**config.mk**
```make
export PLATFORM = sky130hd
export DESIGN_NAME = ilm_move_unit
export DESIGN_NICKNAME = d
export VERILOG_FILES = /design/src/hw/ilm_pkg.sv /design/src/hw/ilm_ptr_unit.sv /design/src/hw/ilm_move_unit.sv
export SDC_FILE = /design/constraint.sdc
export NUM_CORES = 1
export LEC_CHECK = 0
export ABC_AREA = 1
export ABC_CLOCK_PERIOD_IN_PS = 2200
export BUFFER_PORTS_ARGS = -buffer_cell sky130_fd_sc_hd__buf_2
export CAP_MARGIN = 20
export CORE_ASPECT_RATIO = 0.6
export CORE_MARGIN = 2
export CORE_UTILIZATION = 23
export DETAILED_ROUTE_END_ITERATION = 10
export SYNTH_ARGS = -nofsm -noshare
export SYNTH_HDL_FRONTEND = slang
export SYNTH_HIERARCHICAL = 1
export SYNTH_SLANG_ARGS = --single-unit
```
**constraint.sdc**
```tcl
create_clock -name clock -period 2.2 [get_ports clock]
set_input_delay 0.44 -clock clock [delete_from_list [all_inputs] [get_ports clock]]
set_output_delay 0.44 -clock clock [all_outputs]
set_load 0.02 [all_outputs]
```
**src/hw/ilm_pkg.sv**
```systemverilog
// shared types and constants for the indirect and literal move unit
`default_nettype none
package ilm_pkg;

	////////////////////////////////////////////////////////////////////////
	// widths
	localparam int ILM_DATA_W = 8;
	localparam int ILM_PTR_W = 16;
	localparam int ILM_BANK_W = 5;
	localparam int ILM_LATCH_W = 7;
	localparam int ILM_FADDR_W = 7;
	localparam int ILM_OFS_W = 6;

	////////////////////////////////////////////////////////////////////////
	// pointer_update_mode encodings
	localparam logic [1:0] ILM_MODE_PRE_INC = 2'h0;
	localparam logic [1:0] ILM_MODE_PRE_DEC = 2'h1;
	localparam logic [1:0] ILM_MODE_POST_INC = 2'h2;
	localparam logic [1:0] ILM_MODE_POST_DEC = 2'h3;

	// file addresses of the two indirect_access_port locations
	localparam logic [6:0] ILM_IND0_FADDR = 7'h00;
	localparam logic [6:0] ILM_IND1_FADDR = 7'h01;

	// values after reset, and the pointer step of one
	localparam logic [7:0] ILM_W_RST = 8'h00;
	localparam logic [4:0] ILM_BANK_RST = 5'h00;
	localparam logic [6:0] ILM_LATCH_RST = 7'h00;
	localparam logic [15:0] ILM_PTR_RST = 16'h0000;
	localparam logic [15:0] ILM_PTR_ONE = 16'h0001;

	////////////////////////////////////////////////////////////////////////
	// types
	typedef enum logic [2:0] {
		ILM_OP_NONE,
		ILM_OP_INDIRECT_LOAD_TO_WORKING,
		ILM_OP_INDIRECT_STORE_FROM_WORKING,
		ILM_OP_LOAD_BANK_IMMEDIATE,
		ILM_OP_LOAD_PROGRAM_LATCH_IMMEDIATE,
		ILM_OP_LOAD_WORKING_IMMEDIATE,
		ILM_OP_STORE_WORKING_TO_FILE
	} ilm_op_t;

	// decoded instruction; imm carries k or the file address
	typedef struct packed {
		ilm_op_t op;
		logic ptr_sel;
		logic [1:0] mode;
		logic rel;
		logic [5:0] offset;
		logic [7:0] imm;
	} ilm_cmd_t;

	typedef struct packed {
		logic req;
		logic we;
		logic [15:0] addr;
		logic [7:0] wdata;
	} ilm_mem_req_t;

endpackage
`default_nettype wire

```
**src/hw/ilm_ptr_unit.sv**
```systemverilog
// effective address and pointer update for one indirect move
`default_nettype none
module ilm_ptr_unit
	import ilm_pkg::*;
(
	// pointer and addressing form
	input wire logic [15:0] ptr,
	input wire logic [1:0] mode,
	input wire logic rel,
	input wire logic [5:0] offset,
	// results
	output logic [15:0] eff_addr,
	output logic [15:0] ptr_next
);

	logic [15:0] ofs_ext;
	logic [15:0] ptr_inc;
	logic [15:0] ptr_dec;

	// 16-bit sums drop the carry, so the pointer wraps both ways
	always_comb begin
		ofs_ext = {{10{offset[5]}}, offset};
		ptr_inc = ptr + ILM_PTR_ONE;
		ptr_dec = ptr - ILM_PTR_ONE;
		eff_addr = ptr;
		ptr_next = ptr;
		if (rel) begin
			eff_addr = ptr + ofs_ext;
			ptr_next = ptr;
		end else begin
			case (mode)
				ILM_MODE_PRE_INC: begin
					eff_addr = ptr_inc;
					ptr_next = ptr_inc;
				end
				ILM_MODE_PRE_DEC: begin
					eff_addr = ptr_dec;
					ptr_next = ptr_dec;
				end
				ILM_MODE_POST_INC: begin
					eff_addr = ptr;
					ptr_next = ptr_inc;
				end
				ILM_MODE_POST_DEC: begin
					eff_addr = ptr;
					ptr_next = ptr_dec;
				end
				default: begin
					eff_addr = ptr;
					ptr_next = ptr;
				end
			endcase
		end
	end

endmodule
`default_nettype wire

```
**src/hw/ilm_move_unit.sv**
```systemverilog
// execution unit for indirect and literal data-movement instructions
//
// Function
// - indirect moves copy between working and memory
// - two-bit mode selects pointer update kind
// - pre modes access pointer plus/minus one
// - offset form adds signed offset, pointer kept
// - pointer steps by one or stays after move
// - indirect file addresses redirect through pointer
// - pointers are 16 bits and wrap
// - pointer stepping leaves status flags alone
// - bank load writes 5-bit immediate
// - latch load writes 7-bit immediate
// - working load writes 8-bit immediate
// - file store writes working to file
`default_nettype none
module ilm_move_unit
	import ilm_pkg::*;
(
	// clock and reset
	input wire logic clock,
	input wire logic rstn,
	// decoded instruction
	input wire logic cmd_valid,
	input wire ilm_cmd_t cmd,
	output logic cmd_ready,
	// data memory
	output ilm_mem_req_t mem_q,
	input wire logic mem_rvalid,
	input wire logic [7:0] mem_rdata,
	// architectural state
	output logic [7:0] working_q,
	output logic zero_flag_q,
	output logic [4:0] bank_select_reg_q,
	output logic [6:0] program_counter_high_latch_q,
	output logic [15:0] file_pointer0_q,
	output logic [15:0] file_pointer1_q
);

	////////////////////////////////////////////////////////////////////////
	// state
	typedef enum logic {
		ILM_ST_IDLE,
		ILM_ST_READ
	} ilm_state_t;

	ilm_state_t state_q;
	ilm_state_t state_d;
	ilm_mem_req_t mem_d;
	logic [7:0] working_d;
	logic zero_flag_d;
	logic [4:0] bank_select_reg_d;
	logic [6:0] program_counter_high_latch_d;
	logic [15:0] file_pointer0_d;
	logic [15:0] file_pointer1_d;

	logic accept;
	logic [15:0] sel_ptr;
	logic [15:0] eff_addr;
	logic [15:0] ptr_next;
	logic [15:0] file_addr;
	logic is_indirect;

	////////////////////////////////////////////////////////////////////////
	// address arithmetic
	assign sel_ptr = cmd.ptr_sel ? file_pointer1_q : file_pointer0_q;

	ilm_ptr_unit u_ptr (
		.ptr(sel_ptr),
		.mode(cmd.mode),
		.rel(cmd.rel),
		.offset(cmd.offset),
		.eff_addr(eff_addr),
		.ptr_next(ptr_next)
	);

	// no ready while a read is out: a second move could overtake it
	assign cmd_ready = (state_q == ILM_ST_IDLE);
	assign accept = cmd_valid && cmd_ready;
	assign is_indirect = (cmd.op == ILM_OP_INDIRECT_LOAD_TO_WORKING) ||
		(cmd.op == ILM_OP_INDIRECT_STORE_FROM_WORKING);

	// bank forms the upper part of a direct file address
	always_comb begin
		file_addr = {4'h0, bank_select_reg_q, cmd.imm[6:0]};
		if (cmd.imm[6:0] == ILM_IND0_FADDR) begin
			file_addr = file_pointer0_q;
		end else if (cmd.imm[6:0] == ILM_IND1_FADDR) begin
			file_addr = file_pointer1_q;
		end
	end

	////////////////////////////////////////////////////////////////////////
	// next state
	always_comb begin
		state_d = state_q;
		mem_d = '0;
		working_d = working_q;
		zero_flag_d = zero_flag_q;
		bank_select_reg_d = bank_select_reg_q;
		program_counter_high_latch_d = program_counter_high_latch_q;
		file_pointer0_d = file_pointer0_q;
		file_pointer1_d = file_pointer1_q;
		case (state_q)
			ILM_ST_IDLE: begin
				if (accept) begin
					case (cmd.op)
						ILM_OP_INDIRECT_LOAD_TO_WORKING: begin
							mem_d.req = 1'h1;
							mem_d.addr = eff_addr;
							state_d = ILM_ST_READ;
						end
						ILM_OP_INDIRECT_STORE_FROM_WORKING: begin
							mem_d.req = 1'h1;
							mem_d.we = 1'h1;
							mem_d.addr = eff_addr;
							mem_d.wdata = working_q;
						end
						ILM_OP_LOAD_BANK_IMMEDIATE: begin
							bank_select_reg_d = cmd.imm[4:0];
						end
						ILM_OP_LOAD_PROGRAM_LATCH_IMMEDIATE: begin
							program_counter_high_latch_d = cmd.imm[6:0];
						end
						ILM_OP_LOAD_WORKING_IMMEDIATE: begin
							working_d = cmd.imm;
						end
						ILM_OP_STORE_WORKING_TO_FILE: begin
							mem_d.req = 1'h1;
							mem_d.we = 1'h1;
							mem_d.addr = file_addr;
							mem_d.wdata = working_q;
						end
						default: begin
							state_d = ILM_ST_IDLE;
						end
					endcase
					// the step touches only the chosen pointer, never a flag
					if (is_indirect) begin
						if (cmd.ptr_sel) begin
							file_pointer1_d = ptr_next;
						end else begin
							file_pointer0_d = ptr_next;
						end
					end
				end
			end
			ILM_ST_READ: begin
				if (mem_rvalid) begin
					working_d = mem_rdata;
					zero_flag_d = (mem_rdata == 8'h00);
					state_d = ILM_ST_IDLE;
				end
			end
			default: begin
				state_d = ILM_ST_IDLE;
			end
		endcase
	end

	////////////////////////////////////////////////////////////////////////
	// registers
	always_ff @(posedge clock or negedge rstn) begin
		if (!rstn) begin
			state_q <= ILM_ST_IDLE;
			mem_q <= '0;
			working_q <= ILM_W_RST;
			zero_flag_q <= 1'h0;
			bank_select_reg_q <= ILM_BANK_RST;
			program_counter_high_latch_q <= ILM_LATCH_RST;
			file_pointer0_q <= ILM_PTR_RST;
			file_pointer1_q <= ILM_PTR_RST;
		end else begin
			state_q <= state_d;
			mem_q <= mem_d;
			working_q <= working_d;
			zero_flag_q <= zero_flag_d;
			bank_select_reg_q <= bank_select_reg_d;
			program_counter_high_latch_q <= program_counter_high_latch_d;
			file_pointer0_q <= file_pointer0_d;
			file_pointer1_q <= file_pointer1_d;
		end
	end

	////////////////////////////////////////////////////////////////////////
	// checks
	a_read_to_working: assert property (
		@(posedge clock) disable iff (!rstn)
		(state_q == ILM_ST_READ && mem_rvalid) |=>
			(working_q == $past(mem_rdata)) && cmd_ready)
		else $error("indirect read data not in working register");

	a_pre_inc_addr: assert property (
		@(posedge clock) disable iff (!rstn)
		(accept && is_indirect && !cmd.rel && !cmd.ptr_sel &&
			cmd.mode == ILM_MODE_PRE_INC) |=>
			mem_q.req && (mem_q.addr == 16'($past(file_pointer0_q) + 16'h0001)) &&
			(mem_q.addr == file_pointer0_q))
		else $error("pre-increment address wrong");

	a_rel_offset: assert property (
		@(posedge clock) disable iff (!rstn)
		(accept && is_indirect && cmd.rel && !cmd.ptr_sel) |=>
			$stable(file_pointer0_q) && (mem_q.addr == 16'($past(file_pointer0_q) +
			{{10{$past(cmd.offset[5])}}, $past(cmd.offset)})))
		else $error("relative offset access wrong");

	a_post_dec_step: assert property (
		@(posedge clock) disable iff (!rstn)
		(accept && is_indirect && !cmd.rel && cmd.ptr_sel &&
			cmd.mode == ILM_MODE_POST_DEC) |=>
			(mem_q.addr == $past(file_pointer1_q)) &&
			(file_pointer1_q == 16'($past(file_pointer1_q) - 16'h0001)))
		else $error("post-decrement step wrong");

	a_file_redirect: assert property (
		@(posedge clock) disable iff (!rstn)
		(accept && cmd.op == ILM_OP_STORE_WORKING_TO_FILE &&
			cmd.imm[6:0] == ILM_IND1_FADDR) |=>
			mem_q.we && (mem_q.addr == $past(file_pointer1_q)))
		else $error("indirect file address not redirected");

	a_flag_kept: assert property (
		@(posedge clock) disable iff (!rstn)
		(accept && cmd.op == ILM_OP_INDIRECT_STORE_FROM_WORKING) |=>
			$stable(zero_flag_q))
		else $error("pointer step changed a flag");

	a_bank_load: assert property (
		@(posedge clock) disable iff (!rstn)
		(accept && cmd.op == ILM_OP_LOAD_BANK_IMMEDIATE) |=>
			(bank_select_reg_q == $past(cmd.imm[4:0])) && !mem_q.req)
		else $error("bank load wrong");

	a_latch_load: assert property (
		@(posedge clock) disable iff (!rstn)
		(accept && cmd.op == ILM_OP_LOAD_PROGRAM_LATCH_IMMEDIATE) |=>
			program_counter_high_latch_q == $past(cmd.imm[6:0]))
		else $error("latch load wrong");

	a_working_load: assert property (
		@(posedge clock) disable iff (!rstn)
		(accept && cmd.op == ILM_OP_LOAD_WORKING_IMMEDIATE) |=>
			working_q == $past(cmd.imm))
		else $error("working load wrong");

	a_file_store: assert property (
		@(posedge clock) disable iff (!rstn)
		(accept && cmd.op == ILM_OP_STORE_WORKING_TO_FILE &&
			cmd.imm[6:0] != ILM_IND0_FADDR && cmd.imm[6:0] != ILM_IND1_FADDR) |=>
			mem_q.req && mem_q.we && (mem_q.wdata == $past(working_q)) &&
			(mem_q.addr == {4'h0, $past(bank_select_reg_q), $past(cmd.imm[6:0])}))
		else $error("file store wrong");

	a_other_ptr_kept: assert property (
		@(posedge clock) disable iff (!rstn)
		(accept && is_indirect && !cmd.ptr_sel) |=> $stable(file_pointer1_q))
		else $error("unselected pointer changed");

	a_wrap_top: assert property (
		@(posedge clock) disable iff (!rstn)
		(accept && is_indirect && !cmd.rel && !cmd.ptr_sel &&
			cmd.mode == ILM_MODE_POST_INC && file_pointer0_q == 16'hFFFF) |=>
			file_pointer0_q == 16'h0000)
		else $error("pointer did not wrap");

	a_wrap_bottom: assert property (
		@(posedge clock) disable iff (!rstn)
		(accept && is_indirect && !cmd.rel && !cmd.ptr_sel &&
			cmd.mode == ILM_MODE_POST_DEC && file_pointer0_q == 16'h0000) |=>
			file_pointer0_q == 16'hFFFF)
		else $error("pointer did not wrap below zero");

	a_pre_dec_addr: assert property (
		@(posedge clock) disable iff (!rstn)
		(accept && is_indirect && !cmd.rel && !cmd.ptr_sel &&
			cmd.mode == ILM_MODE_PRE_DEC) |=>
			mem_q.req && (mem_q.addr == 16'($past(file_pointer0_q) - 16'h0001)) &&
			(mem_q.addr == file_pointer0_q))
		else $error("pre-decrement address wrong");

	a_post_inc_step: assert property (
		@(posedge clock) disable iff (!rstn)
		(accept && is_indirect && !cmd.rel && cmd.ptr_sel &&
			cmd.mode == ILM_MODE_POST_INC) |=>
			(mem_q.addr == $past(file_pointer1_q)) &&
			(file_pointer1_q == 16'($past(file_pointer1_q) + 16'h0001)))
		else $error("post-increment step wrong");

	a_rel_second_ptr: assert property (
		@(posedge clock) disable iff (!rstn)
		(accept && is_indirect && cmd.rel && cmd.ptr_sel) |=>
			$stable(file_pointer1_q) && $stable(file_pointer0_q) &&
			(mem_q.addr == 16'($past(file_pointer1_q) +
			{{10{$past(cmd.offset[5])}}, $past(cmd.offset)})))
		else $error("second pointer offset access wrong");

	a_store_request: assert property (
		@(posedge clock) disable iff (!rstn)
		(accept && cmd.op == ILM_OP_INDIRECT_STORE_FROM_WORKING) |=>
			mem_q.req && mem_q.we && (mem_q.wdata == $past(working_q)) && cmd_ready)
		else $error("indirect store request wrong");

	// a load must stall the unit until its byte is back
	a_load_request: assert property (
		@(posedge clock) disable iff (!rstn)
		(accept && cmd.op == ILM_OP_INDIRECT_LOAD_TO_WORKING) |=>
			mem_q.req && !mem_q.we && !cmd_ready)
		else $error("indirect load request wrong");

	// a reply seen while idle belongs to no request
	a_idle_read_ignored: assert property (
		@(posedge clock) disable iff (!rstn)
		(state_q == ILM_ST_IDLE && !accept) |=> $stable(working_q))
		else $error("working register changed while idle");

endmodule
`default_nettype wire

```
# After elaboration in Yosys (flattened, before gate mapping)

Cells that the tools add are included.

Register bits: 80
Bits in latches: 0
RAM bits: 0
ROM bits: 0
Input port bits: 33
Logic and storage cells: 67
Memories kept: 0

$add $sub $neg: 3
Multiply operators: 0
Divide/modulo/power cells: 0
Order comparisons: 0
Eq/ne operators: 13
Shifts and indexed selects: 0
Muxes and demuxes: 21
Bitwise operators: 2
Reductions and logical operators: 17

Operators by type and width:

| cell                  | number |
|---|---|
| $mux 16               | 5 |
| $pmux 16 s2           | 2 |
| $mux 26               | 2 |
| $pmux 16 s3           | 1 |
| $mux 8                | 4 |
| $add 16x1->16 const B | 1 |
| $add 16x16->16        | 1 |
| $pmux 8 s2            | 1 |
| $sub 16x1->16 const B | 1 |
| $reduce_or 2->1       | 5 |
| $eq 3x3->1 const B    | 3 |
| $reduce_and 3->1      | 3 |
| $logic_not 8->1       | 1 |
| $reduce_and 4->1      | 2 |
| $eq 7x1->1 const B    | 1 |
| $logic_not 7->1       | 1 |
| $eq 3x2->1 const B    | 2 |
| $mux 1                | 5 |
| $eq 2x2->1 const B    | 2 |
| $ne 2x1->1 const B    | 2 |
| $eq 3x1->1 const B    | 1 |
| $reduce_or 3->1       | 1 |
| $eq 2x1->1 const B    | 1 |
| $logic_not 2->1       | 1 |
| 6 further kinds       | 7 |

# Logic depth before layout (Yosys ltp)

Gate-level depths: netlist of run 1.

Depth after elaboration: 7
Mapped depth: 17
Depth with buffers taken out: 17

# By module

Netlist of run 1, hierarchy kept.

Modules (own cells, without submodules):

| module        | times used | cells each | area an instance (um^2) | seq. area each (um^2) |
|---|---|---|---|---|
| ilm_move_unit | 1          | 441        | 3,639.7                 | 2,001.9 |
| ilm_ptr_unit  | 1          | 522        | 2,565.0                 | 0.0 |

# Worst setup path before layout of run 1

OpenSTA, ideal clock, no wires.

Kind: input-to-reg
From: input cmd[17] in the netlist's numbering
To: register mem_q[16] in the netlist's numbering
Arrival: 2.522 ns
Required time: 2.083 ns
Path slack: -0.439 ns
Cell stages on the path: 13
Cell sequence: clkbuf_1 > o21ai_0 > inv_1 > fa_1 > inv_1 > nand3_1 > nand3_1 > a21oi_1 > or2_2 > nand3_1 > nand2_1 > nand2_1 > nand2_1

RTL lines:

| item                   | RTL line             | RTL |
|---|---|---|
| start: declaration     | ilm_move_unit.sv:25  | `input wire ilm_cmd_t cmd,` |
| end signal: assignment | ilm_move_unit.sv:175 | `mem_q <= mem_d;` |
| end: declaration       | ilm_move_unit.sv:28  | `output ilm_mem_req_t mem_q,` |

==> impl_metrics.py, run 1 <==
metrics = {
    "timing": {
        "tns_ns": 0,
        "setup_viol": 0,
        "fin_crit_ns": 2.171,
        "hold_viol_final": 0,
        "worst_slew_pin_slew_ns": 0.6848,
        "period_share_pct": 98.67,
        "relSlewSlack_pct": 54.21,
        "rsz0062_at_grt": "true",
        "slew_viol_final": 0,
        "fmaxAchievable_mhz": 460.7,
        "worst_clock_skew_ns": 0.01312,
    },
    "clock_network": {
        "cts.sinks": 80,
        "clk_pin_slew_ns": 0.07,
        "cts-root-buf": "clkbuf_16",
        "cts_tree": "built",
        "numCtsBuffers": 9,
        "cts_buffer_depth": 2,
        "htreeDepth": 3,
        "insertion_delay_ns": 0.37,
    },
    "finish": {
        "areaGrowthSynthToFinish_pct": 42.79,
        "nets": 1236,
        "finish.utilization_pct": 33.46,
        "antenna_cells": 0,
        "final.fill_count": 2890,
        "drive_above_1_share_pct": 33.70,
        "instances_no_fill": 1550,
    },
    "placement": {
        "placed_cells": 1524,
        "io_buffers": 112,
        "place_congestion": 0.9655,
        "hpwl_um": 20410,
    },
    "worst_setup_path": {
        "cp.arrival_ns": 2.42,
        "start_kind": "register",
        "slowest_delay_ns": 0.39,
        "crit_top_cell": "nand2_2",
        "crit_type": "reg -> reg",
        "cp_slowest_cell": "dfrtp_1",
        "worstPathRequired_ns": 2.44,
        "critical_path.max_fanout": 4,
        "end_kind": "register",
        "path_cells": "nand2_2, nand2_4, ha_4, inv_2, fa_2, inv_2, nand3_2, nand3_4, a21oi_4, or2_4, nand3_2, nand2_2, nand2_2, nand2_2",
    },
    "synth": {
        "synthArstFlopShare_pct": 100.0,
        "syn_nets": 1014,
        "synth_warnings": 6,
        "yosysTopAreaCell": "dfrtp_1",
        "synth_area_sq_um": 6205,
        "dominantRegCellSynth": "dfrtp_1",
        "syn-instance-count": 963,
        "syn_area_per_cell_sq_um": 6.443,
        "synth_top_area_share_pct": 32.26,
        "yosysSeqAreaShare_pct": 32.26,
        "synth-seq-cells": 80,
        "synth_edf_count": 0,
        "yosysUniqueCellTypes": 37,
        "synthTopCellsByArea": "dfrtp_1, nand2_1, inv_1",
    },
    "floorplanning": {
        "start_util_pct": 23.44,
        "die-width_um": 216.0,
        "rows": 46,
        "core_area_sq_um": 26480,
        "pin_count": 113,
        "dieArea_sq_um": 28350,
        "die_h_um": 131.2,
    },
    "global_route": {
        "grt_first_pass_wirelength_um": 39150,
        "grt_use_total_pct": 18.15,
        "grt_pass1_vias": 6539,
        "grt_start_max_net_pins": 48,
        "antenna_found_initial": 0,
        "grt_overflow": 0,
    },
    "outcome": {
        "outcome": "finished clean",
    },
    "detailed_routing": {
        "drt_wl_total_um": 25800,
        "vias": 7108,
        "post_drt_wl_per_cell_um": 16.65,
        "drt_iter0_markers": 665,
        "drc": 0,
        "firstDrtPassIters": 5,
        "drtAntennaViolNets": 0,
        "via_per_inst": 4.586,
    },
    "power": {
        "p_leak_nw": 4.686,
        "power.density_nw_per_um2": 1026,
        "vdd_drop_max_mv": 0.4373,
    },
    "min_path": {
        "hp-class": "in -> reg",
    },
    "run": {
        "cap_viol_max_count": 0,
    },
}
critical path: cells and delay by family, from the launching register on:
| kind | cells | cell delay [ns] |
|---|---|---|
| compound gates | 1 | 0.08 |
| fa+ha+maj | 2 | 0.53 |
| buf+inv | 2 | 0.12 |
| flops | 1 | 0.39 |
| simple gates | 9 | 0.94 |
cells in the final DEF, fill, tap and decap left out, types with 3 or more instances in the layout:
cell and n:
ha_1 10, xor2_1 10, inv_2 19, nand2_1 349
nand3_2 10, o21ai_4 4, buf_4 129, a21oi_2 3
bufinv_16 3, nor3_2 3, a21oi_1 13, nor2_2 15
or2_2 4, o21ai_1 46, inv_1 102, ha_4 6
buf_2 110, dfrtp_1 80, xnor2_1 5, nand2_4 3
nand3_1 73, clkbuf_16 10, o21ai_0 26, o21ai_2 23
nor2_1 45, buf_6 5, nor2_4 11, nand2_2 23
o211ai_1 11, buf_12 6, nand4_1 5
metal layers:
layer | track usage, % | up-vias | part of all wire [%]
met5 | 0 | - | 0
met4 | 2.968 | 0 | 0.90
met3 | 4.722 | 24 | 9.4
met2 | 23.52 | 284 | 38
met1 | 29.37 | 3317 | 52
li1 | - | 3483 | -
final timing paths:
check | slack (ns) | to | depth (start not counted) | from
max | 0.03 | mem_q[16]$_DFF_PN0_ | 14 | file_pointer0_q[0]$_DFFE_PN0P_
min | 0.29 | state_q$_DFF_PN0_ | 2 | mem_rvalid
max reg2reg | 0.03 | mem_q[16]$_DFF_PN0_ | 14 | file_pointer0_q[0]$_DFFE_PN0P_
min reg2reg | 0.49 | program_counter_high_latch_q[2]$_DFFE_PN0P_ | 2 | program_counter_high_latch_q[2]$_DFFE_PN0P_
max in group asynchronous | 1.13 | mem_q[10]$_DFF_PN0_ | 3 | rstn
min in group asynchronous | 0.48 | file_pointer1_q[6]$_DFFE_PN0P_ | 2 | rstn
kinds of logic after synthesis:
logic type	after synthesis	synth area share [%]
AOI/OAI and AO/OA	133	12.24
xor gates and xnor gates	18	2.662
and+or+nand+nor	551	37.51
adders and majority gates	18	3.751
buffers and inverters	163	11.58
DFF	80	32.26
state kept, by name (all words and copies together), names as in the netlist:
name                          count
file_pointer0_q                  16
program_counter_high_latch_q      7
bank_select_reg_q                 5
mem_q                            26
state_q                           1
working_q                         8
file_pointer1_q                  16
zero_flag_q                       1
synthesized netlist by cell type (7+ instances only):
master,number
ha_1,17
nor2_1,56
xor2_1,12
o21ai_0,41
inv_1,110
nand3_1,82
buf_2,12
inv_2,11
o211ai_1,11
dfrtp_1,80
nor2_2,10
o21ai_1,43
buf_6,8
clkbuf_1,11
a21oi_1,17
nand2_2,7
nand2_1,366
buf_4,8
o21ai_2,15
final cells by class:
type                    count  area [sq um]  share of cell area [%]
inverters                 122         459.2                   5.183
well taps                 360         450.4                   5.084
clock inverters             6         115.1                   1.299
repair buffers            252          1730                   19.53
clock buffers              10         239.0                   2.697
multi-input cells         720          3864                   43.61
flip-flops and latches     80          2002                   22.60
report_power, final:
group          internal, W  total [W]  switching (W)
Sequential         0.00177    0.00199       0.000215
Combinational      0.00210    0.00526        0.00317
Clock              0.00115    0.00184       0.000689
Total              0.00502    0.00909        0.00407
per-stage QoR:
stage	worst slack, ns	cell area [sq um]	power [W]	hold WS, ns
after floorplan	0.002954	6248	0.004709	0.1444
after global placement	-0.6369	8048	0.006709	0.3174
after detailed placement	-0.5937	8048	0.006735	0.3196
after CTS	-0.001357	8469	0.008681	0.2642
after global routing	-0.08372	8860	0.009705	0.2840
final	0.02934	8860	0.009087	0.2886
what timing repair did:
action                                 in CTS  in global routing
buffers inserted                            3                  5
endpoints found under the hold margin      15                  0
hold buffers                                1                  0
gates resized for setup                    14                 87
setup endpoints to repair                  27                 38
pin swaps                                   2                 19
cloned                                      0                  1
No activity file was read; power rests on OpenSTA's default activity.
==> inputs of run 2 (changes only) <==
Settings changed: SYNTH_HIERARCHICAL 1 to unset.
==> run 2 against run 1 <==
The run now ends with negative setup slack left. Area after synthesis shrank 5.2%. Utilization grew 0.71 points. Sequential share of layout area grew 0.64 points. Clock power shrank 15%. Routed wire length shrank 0.90%. Flip-flop and latch count is the same. Die area shrank 5.1%. Highest routed layer unchanged.
==> impl_metrics.py, run 2 <==
metrics = {
    "outcome": {
        "outcome": "finished, violations left",
        "violations": "negative setup slack",
    },
    "timing": {
        "tns_ns": -0.3006,
        "period_share_pct": 104.1,
        "worst_slew_pin_slew_ns": 0.4878,
        "timing.final.ws_setup_ns": -0.09091,
        "rsz0062_at_grt": "true",
        "hold_slack_ns": 0.03986,
        "setup_viol": 7,
        "fin_crit_ns": 2.291,
        "slew_viol_final": 0,
        "hold_viol_final": 0,
        "relSlewSlack_pct": 67.13,
        "fmaxAchievable_mhz": 436.5,
        "worst_clock_skew_ns": 0.01048,
    },
    "worst_setup_path": {
        "crit_end": "mem_q[17]$_DFF_PN0_",
        "path_cells": "buf_4, buf_12, nand2_1, nand2_4, ha_1, buf_4, nand2_1, nand2_1, nor2_2, nand3_2, o21ai_0, nand2_1, inv_1, nand2_1, a21oi_1",
        "ff2ff_setup_slack_ns": -0.07,
        "critical_path.max_fanout": 16,
        "slowest_delay_ns": 0.28,
        "end_kind": "register",
        "cp_slowest_cell": "ha_1",
        "crit_start": "cmd[17]",
        "crit_type": "in -> reg",
        "reg2reg_from": "file_pointer0_q[0]$_DFFE_PN0P_",
        "start_kind": "input port",
        "worstPathRequired_ns": 2.45,
        "cp.arrival_ns": 2.55,
        "crit_top_cell": "nand2_1",
        "r2r_end": "mem_q[22]$_DFF_PN0_",
        "reg2reg_depth": 16,
    },
    "finish": {
        "layout_commonest_cell": "nand2_1",
        "drive_above_1_share_pct": 32.38,
        "regMostFlops": "mem_q",
        "instances_no_fill": 1479,
        "reg_top3": "mem_q: 26 flops, file_pointer0_q: 16 flops, file_pointer1_q: 16 flops",
        "final.fill_count": 2730,
        "layout_common_cells": "nand2_1, buf_4, buf_2, inv_1, dfrtp_1",
        "areaGrowthSynthToFinish_pct": 46.63,
        "largest_reg_flops": 26,
        "multi_input_area_sq_um": 3704,
        "fin_area_sq_um": 8621,
        "nets": 1195,
        "final-seq-area_sq_um": 2003,
    },
    "synth": {
        "syn_area_per_cell_sq_um": 6.628,
        "synth_top_family_by_area": "simple AND/OR/NAND/NOR gates",
        "synth_xor_xnor_area_share_pct": 2.383,
        "yosysMostFrequentCell": "nand2_1",
        "yosysSeqAreaShare_pct": 34.05,
        "synthArstFlopShare_pct": 100.0,
        "syn_nets": 938,
        "synth_edf_count": 0,
        "synth_warnings": 0,
        "synth_top_area_share_pct": 34.05,
        "synthTopCellsByCount": "nand2_1, nand3_1, inv_1, dfrtp_1, nor2_1",
        "dominantRegCellSynth": "dfrtp_1",
        "syn-instance-count": 887,
        "synth_simple_gate_area_share_pct": 35.60,
        "synth_mux_area_share_pct": 0.3405,
        "synthTopCellsByArea": "dfrtp_1, nand2_1, nand3_1",
        "synth-seq-cells": 80,
        "yosysUniqueCellTypes": 42,
        "synth_area_sq_um": 5879,
        "yosysTopAreaCell": "dfrtp_1",
        "synthAdderAreaFrac_pct": 3.958,
        "synth_compound_area_share_pct": 15.66,
    },
    "global_route": {
        "grt_pass1_vias": 6657,
        "grt_use_total_pct": 19.11,
        "grt_overflow": 0,
        "antenna_found_initial": 1,
        "grt_start_max_net_pins": 30,
        "grt_first_pass_wirelength_um": 38970,
    },
    "placement": {
        "hpwl_um": 20850,
        "io_buffers": 112,
        "place_congestion": 0.9731,
        "placed_cell_area_sq_um": 7969,
        "placed_cells": 1453,
    },
    "min_path": {
        "hp-class": "in -> async",
    },
    "clock_network": {
        "clk_pin_slew_ns": 0.06,
        "cts_buffer_depth": 2,
        "insertion_delay_ns": 0.36,
        "cts-root-buf": "clkbuf_16",
        "cts.sinks": 80,
        "cts_tree": "built",
        "numCtsBuffers": 9,
        "htreeDepth": 3,
    },
    "floorplanning": {
        "start_util_pct": 23.31,
        "die-width_um": 210.4,
        "die_h_um": 127.8,
        "rows": 45,
        "core_area_sq_um": 25220,
        "pin_count": 113,
        "dieArea_sq_um": 26900,
    },
    "power": {
        "power.density_nw_per_um2": 870.7,
        "total_power_w": 0.007506,
        "vdd_drop_max_mv": 0.4285,
        "p_leak_nw": 4.390,
    },
    "detailed_routing": {
        "drc": 0,
        "vias": 7247,
        "firstDrtPassIters": 5,
        "via_per_inst": 4.900,
        "drtAntennaViolNets": 0,
        "drt_wl_total_um": 25570,
        "post_drt_wl_per_cell_um": 17.29,
        "drt_iter0_markers": 755,
    },
    "run": {
        "cap_viol_max_count": 0,
    },
}
## run 2: area by class of cell
class | count | area share (%)
inverters | 91 | 3.991
flip-flops and latches | 80 | 23.24
clock buffers | 10 | 2.656
repair buffers | 274 | 21.57
clock inverters | 6 | 0.7837
multi-input cells | 688 | 42.96
well taps | 329 | 4.775
diodes | 1 | 0.02903
## run 2: worst min-delay path by stage
stage	from	to	cells past startpoint
final	rstn	file_pointer1_q[11]$_DFFE_PN0P_	1
after global routing	rstn	file_pointer1_q[11]$_DFFE_PN0P_	1
after CTS	rstn	mem_q[18]$_DFF_PN0_	1
after detailed placement	rstn	file_pointer0_q[15]$_DFFE_PN0P_	1
after global placement	rstn	file_pointer0_q[15]$_DFFE_PN0P_	1
after floorplan	rstn	bank_select_reg_q[0]$_DFFE_PN0P_	0
## run 2: repair_timing
action / in CTS / in global routing
hold buffers: 0 / 0
pin swaps: 9 / 23
setup endpoints to repair: 12 / 25
buffers inserted: 3 / 7
gates resized for setup: 28 / 42
## run 2: power breakdown
part           total (W)  switching (W)  internal, W
combinational    0.00397        0.00237      0.00160
sequential       0.00197       0.000225      0.00175
clock            0.00156       0.000672     0.000884
total            0.00751        0.00327      0.00424
## run 2: routing by layer
layer / part of all wire, % / track usage (%) / vias up
met5: 0 / 0 / -
met4: 0.91 / 3.231 / 0
met3: 12 / 5.953 / 24
met2: 38 / 25.22 / 384
met1: 50 / 29.86 / 3396
li1: - / - / 3443
## run 2: cells by family after synthesis
logic type / after synthesis
buf+inv: 119
simple gates: 490
fa+ha+maj: 18
xor+xnor: 16
compound gates: 162
flops: 80
mux: 2
## run 2: through the flow
stage	worst slack, ns	utilization (%)
after floorplan	-0.03716	-
after global placement	-0.6889	31.59
after detailed placement	-0.6193	31.59
after CTS	-0.07413	33.29
after global routing	-0.1907	34.17
final	-0.09091	34.18
## run 2: worst max-delay path, delay by kind of cell
| kind | cells | cell delay (ns) |
|---|---|---|
| buf+inv | 4 | 0.58 |
| fa+ha+maj | 1 | 0.28 |
| simple gates | 8 | 0.87 |
| compound gates | 2 | 0.35 |
